==> src/phy_status_cfg.svh <==
// offsets, bit positions, widths and reset values of the status registers
`ifndef PHY_STATUS_CFG_SVH
`define PHY_STATUS_CFG_SVH

`define REG_ADDR_W          5
`define REG_DATA_W          16

`define BASE_STATUS_OFF     5'h01
`define AN_EXPANSION_OFF    5'h06
`define LIVE_STATUS_OFF     5'h11
`define CHANGE_FLAGS_OFF    5'h13

`define SPEED_BIT           14
`define TX_ACT_BIT          13
`define RX_ACT_BIT          12
`define COLLISION_BIT       11
`define LINK_BIT            10
`define DUPLEX_BIT          9
`define AN_MODE_BIT         8
`define AN_DONE_BIT         7
`define POLARITY_BIT        5
`define PAUSE_BIT           4
`define ERROR_BIT           3

`define NEG_DONE_FLAG_BIT   7
`define SPEED_CHG_FLAG_BIT  6
`define DUPLEX_CHG_FLAG_BIT 5
`define LINK_CHG_FLAG_BIT   4

`define FLAG_COUNT          4
`define FLAG_LINK_IDX       0
`define FLAG_DUPLEX_IDX     1
`define FLAG_SPEED_IDX      2
`define FLAG_NEG_DONE_IDX   3

`define REG_RESET_VALUE     16'h0000
`define FLAGS_RESET_VALUE   4'h0

`endif

==> src/phy_status_pkg.sv <==
// state types shared by the status register bank and its change latch
package phy_status_pkg;

  typedef struct packed {
    logic        prev_speed;
    logic        prev_duplex;
    logic        prev_link;
    logic        prev_neg_done;
    logic        primed;
    logic        err_remote_fault;
    logic        err_jabber;
    logic        err_par_detect;
    logic [15:0] rd_data;
    logic        rd_valid;
  } bank_state_t;

  typedef struct packed {
    logic [3:0] flags;
  } latch_state_t;

endpackage

==> src/change_if.sv <==
// carrier between the register bank and its sticky change latch
`timescale 1ns/10ps
interface change_if #(
  parameter int WIDTH = 4
);
  logic [WIDTH-1:0] events;
  logic             clear;
  logic [WIDTH-1:0] flags;

  modport owner (
    output events,
    output clear,
    input  flags
  );

  modport latch (
    input  events,
    input  clear,
    output flags
  );
endinterface

==> src/change_latch.sv <==
// sticky change flags: set on event, cleared by a read, set beats clear
`timescale 1ns/10ps
`include "phy_status_cfg.svh"
module change_latch
  import phy_status_pkg::*;
#(
  parameter int WIDTH = 4
) (
  input  wire logic clk,
  input  wire logic rst,
  change_if.latch   chg
);

  latch_state_t st_r;
  latch_state_t st_nxt;

  always_comb begin
    st_nxt = st_r;
    // an event in the clearing cycle survives for the next read
    st_nxt.flags = (st_r.flags & ~{WIDTH{chg.clear}}) | chg.events;
  end

  always_ff @(posedge clk) begin
    if (rst) begin
      st_r.flags <= `FLAGS_RESET_VALUE;
    end else begin
      st_r <= st_nxt;
    end
  end

  assign chg.flags = st_r.flags;

endmodule

==> src/phy_status_change_registers.sv <==
// live status register and sticky change-flag register of the transceiver
//
// What this block does
// the speed bit reads one while the port runs 100 Mb/s twisted pair and zero otherwise.
// the transmit-activity bit reads one while a packet is being sent.
// the receive-activity bit reads one while a packet is arriving.
// collision, link-up and full-duplex each show as a live bit.
// the negotiation-mode bit reads one when automatic negotiation is enabled.
// the negotiation-complete bit mirrors base status bit 1.5.
// the polarity bit reads one on reversed receive polarity, and means nothing at 100 Mb/s.
// the pause bit reports pause-frame capability.
// remote fault, jabber or parallel-detect fault sets the error bit until its source is read.
// the negotiation-done flag latches on completion; a change-register read clears it.
// the speed-change flag latches on any speed change; a change-register read clears it.
// the duplex-change flag latches on any duplex change; a change-register read clears it.
// the link-change flag latches on any link toggle and clears on reading the change register.
// the clearing read returns the flags, and a change in that same cycle stays latched.
`timescale 1ns/10ps
`include "phy_status_cfg.svh"
module phy_status_change_registers
  import phy_status_pkg::*;
#(
  parameter int ADDR_W = `REG_ADDR_W,
  parameter int DATA_W = `REG_DATA_W
) (
  input  wire logic              clk,
  input  wire logic              rst,
  // live conditions from the transceiver core
  input  wire logic              speed_100,
  input  wire logic              tx_active,
  input  wire logic              rx_active,
  input  wire logic              collision,
  input  wire logic              link_up,
  input  wire logic              full_duplex,
  input  wire logic              autoneg_en,
  input  wire logic              autoneg_done,
  input  wire logic              polarity_reversed,
  input  wire logic              pause_capable,
  input  wire logic              remote_fault,
  input  wire logic              jabber,
  input  wire logic              par_detect_fault,
  // register read port from the serial management engine
  input  wire logic              rd_en,
  input  wire logic [ADDR_W-1:0] rd_addr,
  output      logic [DATA_W-1:0] rd_data,
  output      logic              rd_valid
);

  bank_state_t st_r;
  bank_state_t st_nxt;

  change_if #(.WIDTH(`FLAG_COUNT)) chg ();

  change_latch #(
    .WIDTH (`FLAG_COUNT)
  ) u_change_latch (
    .clk   (clk),
    .rst   (rst),
    .chg   (chg.latch)
  );

  // read decode
  logic rd_live;
  logic rd_change;
  logic rd_base;
  logic rd_expansion;

  assign rd_live      = rd_en && (rd_addr == `LIVE_STATUS_OFF);
  assign rd_change    = rd_en && (rd_addr == `CHANGE_FLAGS_OFF);
  assign rd_base      = rd_en && (rd_addr == `BASE_STATUS_OFF);
  assign rd_expansion = rd_en && (rd_addr == `AN_EXPANSION_OFF);

  // change detection, held off until the first sample after reset so that
  // conditions already present at reset are not reported as changes
  logic [`FLAG_COUNT-1:0] events;

  always_comb begin
    events = '0;
    if (st_r.primed) begin
      events[`FLAG_SPEED_IDX]    = speed_100 ^ st_r.prev_speed;
      events[`FLAG_DUPLEX_IDX]   = full_duplex ^ st_r.prev_duplex;
      events[`FLAG_LINK_IDX]     = link_up ^ st_r.prev_link;
      events[`FLAG_NEG_DONE_IDX] = autoneg_done & ~st_r.prev_neg_done;
    end
  end

  assign chg.events = events;
  assign chg.clear  = rd_change;

  // live status word
  logic [DATA_W-1:0] live_word;

  always_comb begin
    live_word                 = `REG_RESET_VALUE;
    live_word[`SPEED_BIT]     = speed_100;
    live_word[`TX_ACT_BIT]    = tx_active;
    live_word[`RX_ACT_BIT]    = rx_active;
    live_word[`COLLISION_BIT] = collision;
    live_word[`LINK_BIT]      = link_up;
    live_word[`DUPLEX_BIT]    = full_duplex;
    live_word[`AN_MODE_BIT]   = autoneg_en;
    // same source as base status bit 1.5; only meaningful with negotiation on
    live_word[`AN_DONE_BIT]   = autoneg_done;
    // software ignores this at 100 Mb/s, so it is passed through unqualified
    live_word[`POLARITY_BIT]  = polarity_reversed;
    live_word[`PAUSE_BIT]     = pause_capable;
    live_word[`ERROR_BIT]     = st_r.err_remote_fault
                              | st_r.err_jabber
                              | st_r.err_par_detect;
  end

  // change-flag word, read from the latch before this cycle's clear
  logic [DATA_W-1:0] change_word;

  always_comb begin
    change_word                       = `REG_RESET_VALUE;
    change_word[`NEG_DONE_FLAG_BIT]   = chg.flags[`FLAG_NEG_DONE_IDX];
    change_word[`SPEED_CHG_FLAG_BIT]  = chg.flags[`FLAG_SPEED_IDX];
    change_word[`DUPLEX_CHG_FLAG_BIT] = chg.flags[`FLAG_DUPLEX_IDX];
    change_word[`LINK_CHG_FLAG_BIT]   = chg.flags[`FLAG_LINK_IDX];
  end

  always_comb begin
    st_nxt = st_r;

    st_nxt.primed        = 1'b1;
    st_nxt.prev_speed    = speed_100;
    st_nxt.prev_duplex   = full_duplex;
    st_nxt.prev_link     = link_up;
    st_nxt.prev_neg_done = autoneg_done;

    // error sources: remote fault and jabber live in the base status
    // register, parallel-detect fault in the expansion register; a fault
    // present during the clearing read keeps its bit set
    st_nxt.err_remote_fault = (st_r.err_remote_fault & ~rd_base) | remote_fault;
    st_nxt.err_jabber       = (st_r.err_jabber & ~rd_base) | jabber;
    st_nxt.err_par_detect   = (st_r.err_par_detect & ~rd_expansion) | par_detect_fault;

    // answer one cycle after the request; other addresses belong to other
    // register banks, so this bank answers only its own two
    st_nxt.rd_valid = rd_live | rd_change;
    if (rd_live) begin
      st_nxt.rd_data = live_word;
    end else if (rd_change) begin
      st_nxt.rd_data = change_word;
    end else begin
      st_nxt.rd_data = st_r.rd_data;
    end
  end

  always_ff @(posedge clk) begin
    if (rst) begin
      st_r.prev_speed       <= 1'b0;
      st_r.prev_duplex      <= 1'b0;
      st_r.prev_link        <= 1'b0;
      st_r.prev_neg_done    <= 1'b0;
      st_r.primed           <= 1'b0;
      st_r.err_remote_fault <= 1'b0;
      st_r.err_jabber       <= 1'b0;
      st_r.err_par_detect   <= 1'b0;
      st_r.rd_data          <= `REG_RESET_VALUE;
      st_r.rd_valid         <= 1'b0;
    end else begin
      st_r <= st_nxt;
    end
  end

  assign rd_data  = st_r.rd_data;
  assign rd_valid = st_r.rd_valid;

endmodule

==> config.mk <==
export PLATFORM = sky130hd
export DESIGN_NAME = phy_status_change_registers
export DESIGN_NICKNAME = d
export VERILOG_FILES = /design/src/phy_status_pkg.sv /design/src/change_if.sv /design/src/change_latch.sv /design/src/phy_status_change_registers.sv
export VERILOG_INCLUDE_DIRS = /design/src /design/src/src
export SDC_FILE = /design/constraint.sdc
export NUM_CORES = 1
export LEC_CHECK = 0
export CAP_MARGIN = 30
export CORE_MARGIN = 1.5
export CORE_UTILIZATION = 53
export CTS_CLUSTER_DIAMETER = 150
export DETAILED_ROUTE_END_ITERATION = 10
export DONT_BUFFER_PORTS = 1
export GPL_TIMING_DRIVEN = 0
export PLACE_DENSITY = 0.77
export RECOVER_POWER = 25
export SLEW_MARGIN = 30
export SYNTH_ARGS = -nofsm -noshare
export SYNTH_HDL_FRONTEND = slang
export SYNTH_SLANG_ARGS = --single-unit
==> constraint.sdc <==
create_clock -name clk -period 1.4 [get_ports clk]
set_clock_uncertainty 0.1 [all_clocks]
set_input_delay 0.14 -clock clk [delete_from_list [all_inputs] [get_ports clk]]
set_output_delay 0.14 -clock clk [all_outputs]
set_load 0.02 [all_outputs]
# ---- Yosys cells after proc, flatten, opt, wreduce, memory -nomap -nowiden
# Index checks and enable logic that the tools add are counted.
dict set report op_classes {
  n_div 0
  n_lt_le_gt_ge 0
  mux 4
  n_eq_ne 4
  reduce_logical 6
  addsub 0
  n_bitwise 19
  multipliers 0
  n_shift 0
}
# op n
set ops {}
lappend ops {{15-bit 2-to-1 mux} 2}
lappend ops {{21-bit 2-to-1 mux} 1}
lappend ops {{5-bit == test (second input constant)} 2}
lappend ops {{1-bit OR} 6}
lappend ops {{5-bit by 1-bit == test with 1-bit output (second input constant)} 1}
lappend ops {{5-bit by 3-bit == test with 1-bit output (second input constant)} 1}
lappend ops {{1-bit AND} 4}
lappend ops {{4-bit AND} 1}
lappend ops {{1-bit logical AND} 4}
lappend ops {{4-bit 2-to-1 mux} 1}
lappend ops {{4-bit NOT} 1}
lappend ops {{4-bit OR} 1}
lappend ops {{1-bit NOT} 3}
lappend ops {{1-bit XOR} 3}
lappend ops {{2-bit nonzero test} 1}
lappend ops {{2-bit OR reduction} 1}
dict set report totals {
  wordCells 45
  ram_bits 0
  out_inout_bits 17
  latch_bits 0
  n_memories 0
  rom_bits 0
  input_bits 21
  reg_bits 25
}

# ---- Longest topological paths before layout
# Gate-level depths: netlist of the first run.
dict set report depth {
  depth_word 6
  depth_mapped 5
  ltp_nobuf 3
}

# ---- By module
# A second synthesis of the first run with hierarchy kept.
dict set report unflattened {
  cells_unflattened 130
  area_unflattened_um2 1162.4
}
# module area_each_um2 cells_per_inst seq_area_each_um2 instances
set by_module_without_submodules {}
lappend by_module_without_submodules {phy_status_change_registers 1022.2 114 420.4 1}
lappend by_module_without_submodules {change_latch 140.1 16 80.1 1}

# ---- Worst setup path before layout of the first run
# Ideal clock, no wire load.
dict set report synth_path {
  path_kind {input to register}
  startpoint {in rd_addr[4]}
  endpoint {reg rd_data[3] (netlist name)}
  required_time_ns 1.230
  cell_stages 4
  n_path_buf 1
  t_arrival_ns 0.943
  path_slack_ns 0.286
  setup_ns 0.070
  cell_sequence {buf_4 clkinv_1 or4_1 a21oi_1}
}
dict set report synth_between {
  elab_chain_cells 3
  elab_cells_between_ends 6
  classes_between {2 x eq/ne; 1 x mux; 3 x reduce/logical}
}
# element line
set synth_rtl {}
lappend synth_rtl {{from (decl)} phy_status_change_registers.sv:44} ;# input wire logic [ADDR_W-1:0] rd_addr,
lappend synth_rtl {{5-bit == test (no line)} --}
lappend synth_rtl {{1-bit logical AND (on tied branches)} {phy_status_change_registers.sv:68, phy_status_change_registers.sv:69}}
lappend synth_rtl {{15-bit 2-to-1 mux or 2-bit nonzero test (tied branches)} --}
# Parallel ways exist; a longest one is shown, timed or not.
# A chain may end at the register's enable or synchronous reset.

# ---- Worst setup path in the final report of the first run
dict set report layout_path {
  startpoint {reg st_r[17] (netlist bit)}
  endpoint {reg st_r[17] (netlist bit)}
}
dict set report layout_between {
  elab_chain_cells 2
}
# element line
set layout_rtl {}
lappend layout_rtl {{from (decl)} phy_status_change_registers.sv:49} ;# bank_state_t st_r;
lappend layout_rtl {{from (signal assigned)} phy_status_change_registers.sv:164} ;# st_r <= st_nxt;
lappend layout_rtl {{1-bit AND} phy_status_change_registers.sv:137} ;# st_nxt.err_par_detect = (st_r.err_par_detect & ~rd_expansion) | par_detect_fault;
lappend layout_rtl {{1-bit OR} phy_status_change_registers.sv:137}
# Every way passes these cells.

==> impl_summary.md, run 1 <==
Outcome
The run finished with clean final reports.

Clocking
The clock root buffer master is clkbuf_4. The clock sink total is 25. The buffer levels on the longest clock path is 2. Clock-pin slew was measured on the worst setup and hold paths at 0.15 ns. After clock tree synthesis, the repair step resized 0 gates.

The number of buffers created by CTS is 3. For the worst-skew pair, the clock arrives at the later sink with an insertion delay of 0.33 ns. The TritonCTS clock tree is built. In this run the number of H-tree levels came out at 1.

Setup path
In this run the worst path has a maximum fanout of 2. STA classifies the critical path startpoint as a register. The number of buffer and inverter stages on the critical path is 1. The critical path start-end classification is reg2reg. The critical path's top delay family is buffers and inverters. In this run the critical register-to-register path is launched from st_r[17].

For flop-to-flop paths, the worst setup slack is 0.13 ns. The category of the worst setup path capture point is a register. The arrival time at the worst endpoint is 1.44 ns. The slowest cell on the critical path is dlygate4sd3_1.

Data on the critical path is required at its endpoint by 1.57 ns. The critical path's largest stage delay is 0.55 ns. The worst register-to-register path ends at st_r[17]. Traced cell by cell, the critical path runs through o31ai_1 -> a21oi_1 -> dlygate4sd3_1. Counting cells, the worst reg-to-reg path comes to 3.

GRT
The via count of the first global-routing pass was 890. The first global-routing pass estimated 3.78 mm of wire. Entering global routing, the biggest net connects 15 pins. The overall overflow remaining after global route is 0.

The number of antenna violations at the first check in global routing is 0. The global-route total usage across every layer is 20.1%.

Placement
The count of buffers added on input and output ports is 0. The worst setup slack after placement is 0.193 ns. The post-placement cell area is 0.00118 sq mm. The half-perimeter wire length after detailed placement is 1.55 mm.

The number of instances in the placed design is 151. The weighted congestion at the end of routability-driven global placement is 0.743.

Pwr
For this design the static power due to leakage is 0.524 nW. VDD sags by at most 0.738 mV. Of the total power, the clock network draws 26.4%. The post-route total power is 1.26 mW. The power per standard cell area is 933 mW/mm^2. The internal power of the cells is 0.933 mW. The portion of total power attributed to sequential cells is 60.1%. The analysis attributes to net switching a power of 0.322 mW.

The portion of total power attributed to combinational logic is 13.5%. In this run switching power makes up 25.7% of total power.

Synthesis
Ranked by total cell area, the synthesized netlist is headed by dfxtp_1 44%, buf_4 12%, nand4b_1 6.2%. Summed over all instances, the cell type with the most area after synthesis is dfxtp_1. The average instance area after synthesis is 9.36 sq um. The post-synthesis compound-gate area fraction is 15.8%. The number of synthesized register bits is 25.

Sequential cells were found to cover 44.2% of the synthesized design area. For this run, the number of Yosys warnings is 0. Yosys mapped a number of flops with a built-in enable equal to 0. The share of synthesized area spent on multiplexers is 2.65%.

The area share of the largest cell type after synthesis is 44.2%. Yosys mapped the design onto 26 distinct sky130hd cell types. Synthesis produced a netlist whose cell count is 121.

The mapped netlist covers 0.00113 sq mm. Summing the areas of all fa, ha and maj instances in the mapped netlist gives 0% of the synthesized area. The leading register cell type out of synthesis is dfxtp_1. Of the total synthesized cell area, the portion taken by AND, OR, NAND and NOR gates is 18.2%. By area, the combinational part of the netlist is dominated by simple AND/OR/NAND/NOR gates. After synthesis, the share of flip-flops with an asynchronous set or reset is 0%. The area share of xor/xnor cells in the synthesized design is 2.32%.

Floorplan
The core box area is 0.00198 sq mm. The die covers 0.00242 sq mm. The floorplan has 16 rows.

The initial utilization of the core area, before any placement, comes to 57.1%. During I/O placement, the number of pins put on the boundary was 38. The die height is 49.2 um. The horizontal die dimension is 49.2 um.

Finish
The layout overhead on the synthesized area is 18.8%. The number of nets at the end of the flow is 166. The number of inserted diodes is 0. The number of standard cells in the final layout excluding fillers is 171. The library cell used most frequently in the layout, excluding fill and tap cells, is dfxtp_1. For this run, the share of the core covered by cells in the final layout is 67.9%. The top cell types in the final layout, fill and taps aside, are 25 x dfxtp_1, 17 x buf_4, 16 x dlygate4sd3_1. After routing the design area is 0.00135 sq mm. The ratio of cells with drive above 1 in the final layout is 16.7%.

Worst hold path
The end of the worst hold path is rd_data[3]. The worst hold path begins at rd_en. The worst hold path was traced through 3 stages. The type of the worst min-delay path is in2reg.

Routing
The count of nets left with antenna violations once routing finished came out at 0. After detailed routing, the total wire length is 2.34 mm. The first detailed-routing pass took 4 iterations. The via-per-instance ratio is 5.45. Dividing the detail-routed wire length by the instance count gives 13.7 um.

The number of vias in the routed layout is 932. After the first detailed-routing iteration, the DRC count stood at 13. After detailed routing, the number of remaining DRC violations is 0.

Run
The count of maximum capacitance violations is 0.

Timing
The post-layout worst setup margin is 0.133 ns. Across all hold checks on the routed design, the worst slack comes to 0.0873 ns. The final period utilization is 90.5%. The final number of hold-violating endpoints is 0. The timing-limited maximum frequency is 789 MHz.

The count of final max-slew check failures is 0. The total negative slack is 0 ns. Counting I/O delays and the setup requirement, the final critical path takes 1.27 ns.

Setup violations remaining at the end of the flow were counted as 0. Setup repair after global routing left no endpoint under its margin.
[cells by family (layout without fill, tap and decap cells)]
logic type      count (synthesis)  count (layout)
other cells                     1               4
mux                             3               3
compound gates                 30              30
flops                          25              25
xor+xnor                        3               3
simple gates                   28              28
buf+inv                        31              51
[area by class of cell]
type / count / area (sq um)
Timing Repair Buffer: 16 / 160
Tap cell: 27 / 33.8
Inverter: 6 / 22.5
Clock buffer: 3 / 22.5
Buffer: 25 / 160
Multi-Input combinational cell: 68 / 440
Clock inverter: 1 / 5.00
Sequential cell: 25 / 500
Fill cell: 163 / 637
[what timing repair did]
action | 4_1_cts | 5_1_grt
hold endpoints to repair | 22 | 0
hold buffers | 16 | 0
setup buffers | 0 | 0
[cells in the mapped netlist, types with 2 or more instances]
library cell / number
a21oi_1: 13
a311oi_1: 3
buf_2: 2
buf_4: 18
clkbuf_1: 5
dfxtp_1: 25
inv_1: 5
mux2i_1: 3
nand2_1: 3
nand4b_1: 8
nor2_1: 2
nor2b_1: 4
nor3_1: 4
nor4_1: 2
o21ai_0: 8
o32ai_1: 4
xnor2_1: 3
[how the worst max path moves through the flow]
stage | from | to | slack, ns | cells past startpoint
after floorplan | rd_addr[4] | rd_data[3] | 0.29 | 4
after global placement | rd_addr[4] | rd_data[3] | 0.22 | 4
after detailed placement | rd_addr[4] | rd_data[3] | 0.19 | 4
after CTS | st_r[17] | st_r[17] | 0.14 | 3
after global routing | st_r[17] | st_r[17] | 0.09 | 3
final | st_r[17] | st_r[17] | 0.13 | 3
[worst register-to-register path: cells and delay by family (launching register included)]
| family | cells | cell delay, ns |
|---|---|---|
| flip-flops | 1 | 0.36 |
| buffers and inverters | 1 | 0.55 |
| AO/OA/AOI/OAI | 2 | 0.21 |
[layer usage]
metal | GRT usage (%) | routed length [um] | up-vias
met2 | 36.3 | 1180 | 26
met5 | 0 | 0 | -
met3 | 3.99 | 98 | 4
met1 | 23.0 | 1010 | 443
met4 | 8.10 | 44 | 0
li1 | - | - | 459
[power by group through the flow]
| stage | combinational (mW) | clock (mW) | sequential (mW) |
|---|---|---|---|
| 3_5_place_dp | 0.129 | 0 | 0.770 |
| 4_1_cts | 0.172 | 0.328 | 0.754 |
| 6_report | 0.169 | 0.331 | 0.754 |
| 3_3_place_gp | 0.127 | 0 | 0.769 |
| 2_1_floorplan | 0.111 | 0 | 0.767 |
| 5_1_grt | 0.186 | 0.352 | 0.758 |
[sequential cells by signal, summed over array words and instances (netlist names)]
| name | count |
|---|---|
| rd_data | 12 |
| st_r | 8 |
| u_change_latch.chg.flags | 4 |
| rd_valid | 1 |
Note: power is estimated with default switching activity, not from simulation.
==> run 2, diff against run 1 <==
Settings changed: CELL_PAD_IN_SITES_DETAIL_PLACEMENT set to 0, CELL_PAD_IN_SITES_GLOBAL_PLACEMENT set to 1, CORE_UTILIZATION 53 to 48, PLACE_DENSITY 0.77 to 0.9.
Clock period 1.4 ns to 1.5 ns, I/O delays scaled along.
==> impl_summary.md, run 2 (same netlist as run 1, synthesis figures left out) <==
GRT
The met1 capacity usage during global routing is 20.5% (-2.5 points). The via count of the first global-routing pass is 875 (-1.7%). The wire length of the first global-routing pass is 3.65 mm (-3.5%). The met3 global-route usage is 5.75% (+1.8 points). After global routing, the most crowded layer is met2. The maximum number of pins on one net before global-route repair is 15 (unchanged). The global-route total usage across every layer is 18.3% (-1.8 points).

The number of antenna violations at the first check in global routing came to 0 (unchanged). The overall overflow remaining after global route came to 0 (unchanged). The routing usage on met2 is 34.4% (-1.9 points).

Routing
The final wirelength was 2.23 mm (-4.7%). The number of vias in the routed layout was 927 (-0.54%). The via-per-instance ratio is 5.39 (-1.1%). The count of unresolved DRC violations after routing is 0 (unchanged). The final routed wire length divided by cell count is 12.9 um (-5.2%). The final antenna-violating net count was 0 (unchanged).

The number of iterations in the first detailed-routing pass came to 4 (unchanged). The number of DRC markers after the initial detailed-route iteration came to 10 (-3).

Timing
The timing-limited maximum frequency is 763 MHz (-3.3%). The final-report setup violation count came to 0 (unchanged). The final period utilization is 87.4% (-3.1 points).

The total negative slack came to 0 ns (unchanged). The final period demand of the worst path is 1.31 ns (+0.0437 ns). Setup repair after global routing left no endpoint under its margin. The count of final max-slew check failures was 0 (unchanged). The final number of hold-violating endpoints is 0 (unchanged).

Pwr
The switching power as a share of total power is 24.9% (-0.79 points). The static leakage is 0.524 nW (unchanged). The internal power of the cells is 0.870 mW (-6.7%). The portion of total power attributed to combinational logic is 13.6% (about the same). The power per standard cell area is 861 mW/mm^2 (-7.8%). The part of the power in the clock network is 25.6% (-0.8 points). The portion of total power attributed to sequential cells is 60.8% (+0.7 points). The peak supply drop is 0.868 mV (+18%). The switching power total was 0.289 mW (-10%).

Outcome
The run finished with clean final reports.

Placement
The half-perimeter wire length after detailed placement is 1.56 mm (+0.74%). The number of port buffers came to 0 (unchanged). The weighted congestion at the end of routability-driven global placement came to 0.710 (-4.5%). The number of instances in the placed design was 152 (+0.66%).

Setup path
The worst reg2reg path depth is 3 (unchanged). The type of origin of the critical path is a register. STA classifies the critical path endpoint as a register. The highest net fanout along the worst path is 2 (unchanged). The setup slack of the worst register-to-register path is 0.19 ns (+0.06 ns). The signal on the critical path passes through o31ai_1 -> a21oi_1 -> dlygate4sd3_1. The worst register-to-register path ends at st_r[17]. The arrival time at the worst endpoint came to 1.48 ns (+0.04 ns).

The required arrival time at the worst endpoint is 1.67 ns (+0.10 ns). The critical path is of the reg2reg type. The worst reg2reg path startpoint is st_r[17]. On the critical path, the stage with the largest delay is an instance of dlygate4sd3_1. The critical path's largest stage delay is 0.56 ns (about the same).

Finish
The most frequent standard cell in the layout excluding fill and tap cells is dfxtp_1. The count of fill cells added during filler insertion is 214 (+31%). More flip-flops sit in one register than any other, and that register is rd_data. The number of nets at the end of the flow is 166 (unchanged). The number of standard cells in the final layout excluding fillers came to 172 (+0.58%).

The ratio of cells with drive above 1 in the final layout is 16.7% (unchanged). The post-route core utilization was 60.9% (-7.0 points). The layout overhead on the synthesized area was 18.9% (about the same). The number of inserted diodes came to 0 (unchanged). The library cells used most frequently in the layout, excluding fill and tap cells, are 25 x dfxtp_1, 17 x buf_4, 16 x dlygate4sd3_1. The flip-flop count of the largest register, all copies and words added came to 12 (unchanged). In the final layout, the registers with the most flip-flops are rd_data: 12 flops, st_r: 8 flops, u_change_latch.chg.flags: 4 flops.

Clocking
The number of buffers created by CTS is 3 (unchanged). The clock sink total was 25 (unchanged). The number of cells upsized or downsized after cts is 0 (unchanged).

The cell sitting at the root of the clock tree is a clkbuf_4. The clock slew at the register clock pins of the worst setup and hold paths is 0.13 ns (-0.02 ns). TritonCTS built the clock tree. The buffer levels on the longest clock path is 2 (unchanged).

The number of buffers inserted for hold repair after clock tree synthesis is 16 (unchanged). The number of setup buffers added after CTS was 0 (unchanged). The clock latency reported for the late side of the worst-skew pair is 0.31 ns (-0.02 ns). The number of H-tree levels is 1 (unchanged).

Floorplan
The core box area came to 0.00221 sq mm (+12%). The die height is 51.6 um (+4.8%). The area enclosed by the die boundary is 0.00266 sq mm (+9.8%). The top-level I/O count is 38 (unchanged). The effective utilization at floorplan is 51.2% (-5.9 points). The cell row count came to 17 (+1). The horizontal die dimension is 51.6 um (+4.8%).

Worst hold path
The end of the worst hold path is rd_data[3]. In this run the most critical hold path is launched from rd_en. The type of the worst min-delay path is in2reg. The count of cells along the worst hold path is 3 (unchanged).

Run
The count of maximum capacitance violations is 0 (unchanged).
[run 2: cell counts in the layout (fill, tap and decap cells not counted)]
Identical to the previous run, type by type.
[run 2: power by group through the flow]
stage / clock network [mW] / logic (mW) / registers (mW)
2_1_floorplan: 0 / 0.104 / 0.716
3_3_place_gp: 0 / 0.119 / 0.718
3_5_place_dp: 0 / 0.121 / 0.719
4_1_cts: 0.302 / 0.160 / 0.704
5_1_grt: 0.326 / 0.174 / 0.707
6_report: 0.297 / 0.158 / 0.704
[run 2: per-layer routing]
| layer | part of all wire [%] | wire, um | vias to the layer above |
|---|---|---|---|
| met1 | 42 | 924 | 441 |
| li1 | - | - | 460 |
| met2 | 52 | 1160 | 24 |
| met4 | 0.54 | 12 | 0 |
| met3 | 5.6 | 125 | 2 |
| met5 | 0 | 0 | - |
[run 2: layout make-up]
cell class              instances  area (sq um)  area share (%)
flip-flops and latches         25           500            37.2
multi-input cells              68           440            32.7
repair buffers                 16           160            11.9
plain buffers                  25           160            11.9
well taps                      28          35.0            2.60
clock buffers                   3          22.5            1.67
inverters                       6          22.5            1.67
clock inverters                 1          5.00           0.372
[run 2: worst max-delay path by stage]
stage,from,end,slack [ns]
after floorplan,rd_addr[4],rd_data[3],0.38
after CTS,st_r[17],st_r[17],0.23
after detailed placement,rd_addr[4],rd_data[3],0.30
after global routing,st_r[17],st_r[17],0.16
final,st_r[17],st_r[17],0.19
after global placement,rd_addr[4],rd_data[3],0.31
[run 2: worst max-delay path, delay by kind of cell, from the launching register on]
| family | cells | cell delay (ns) |
|---|---|---|
| AO/OA/AOI/OAI | 2 | 0.23 |
| buffers and inverters | 1 | 0.56 |
| flip-flops | 1 | 0.37 |
[run 2: through the flow]
step	setup WS [ns]	cell area [sq um]	hold slack, ns	power [mW]
after global routing	0.164	1350	0.107	1.21
after global placement	0.309	1180	0.122	0.837
after detailed placement	0.297	1180	0.124	0.840
after CTS	0.231	1370	0.0177	1.17
after floorplan	0.376	1140	0.122	0.820
final	0.189	1350	0.105	1.16
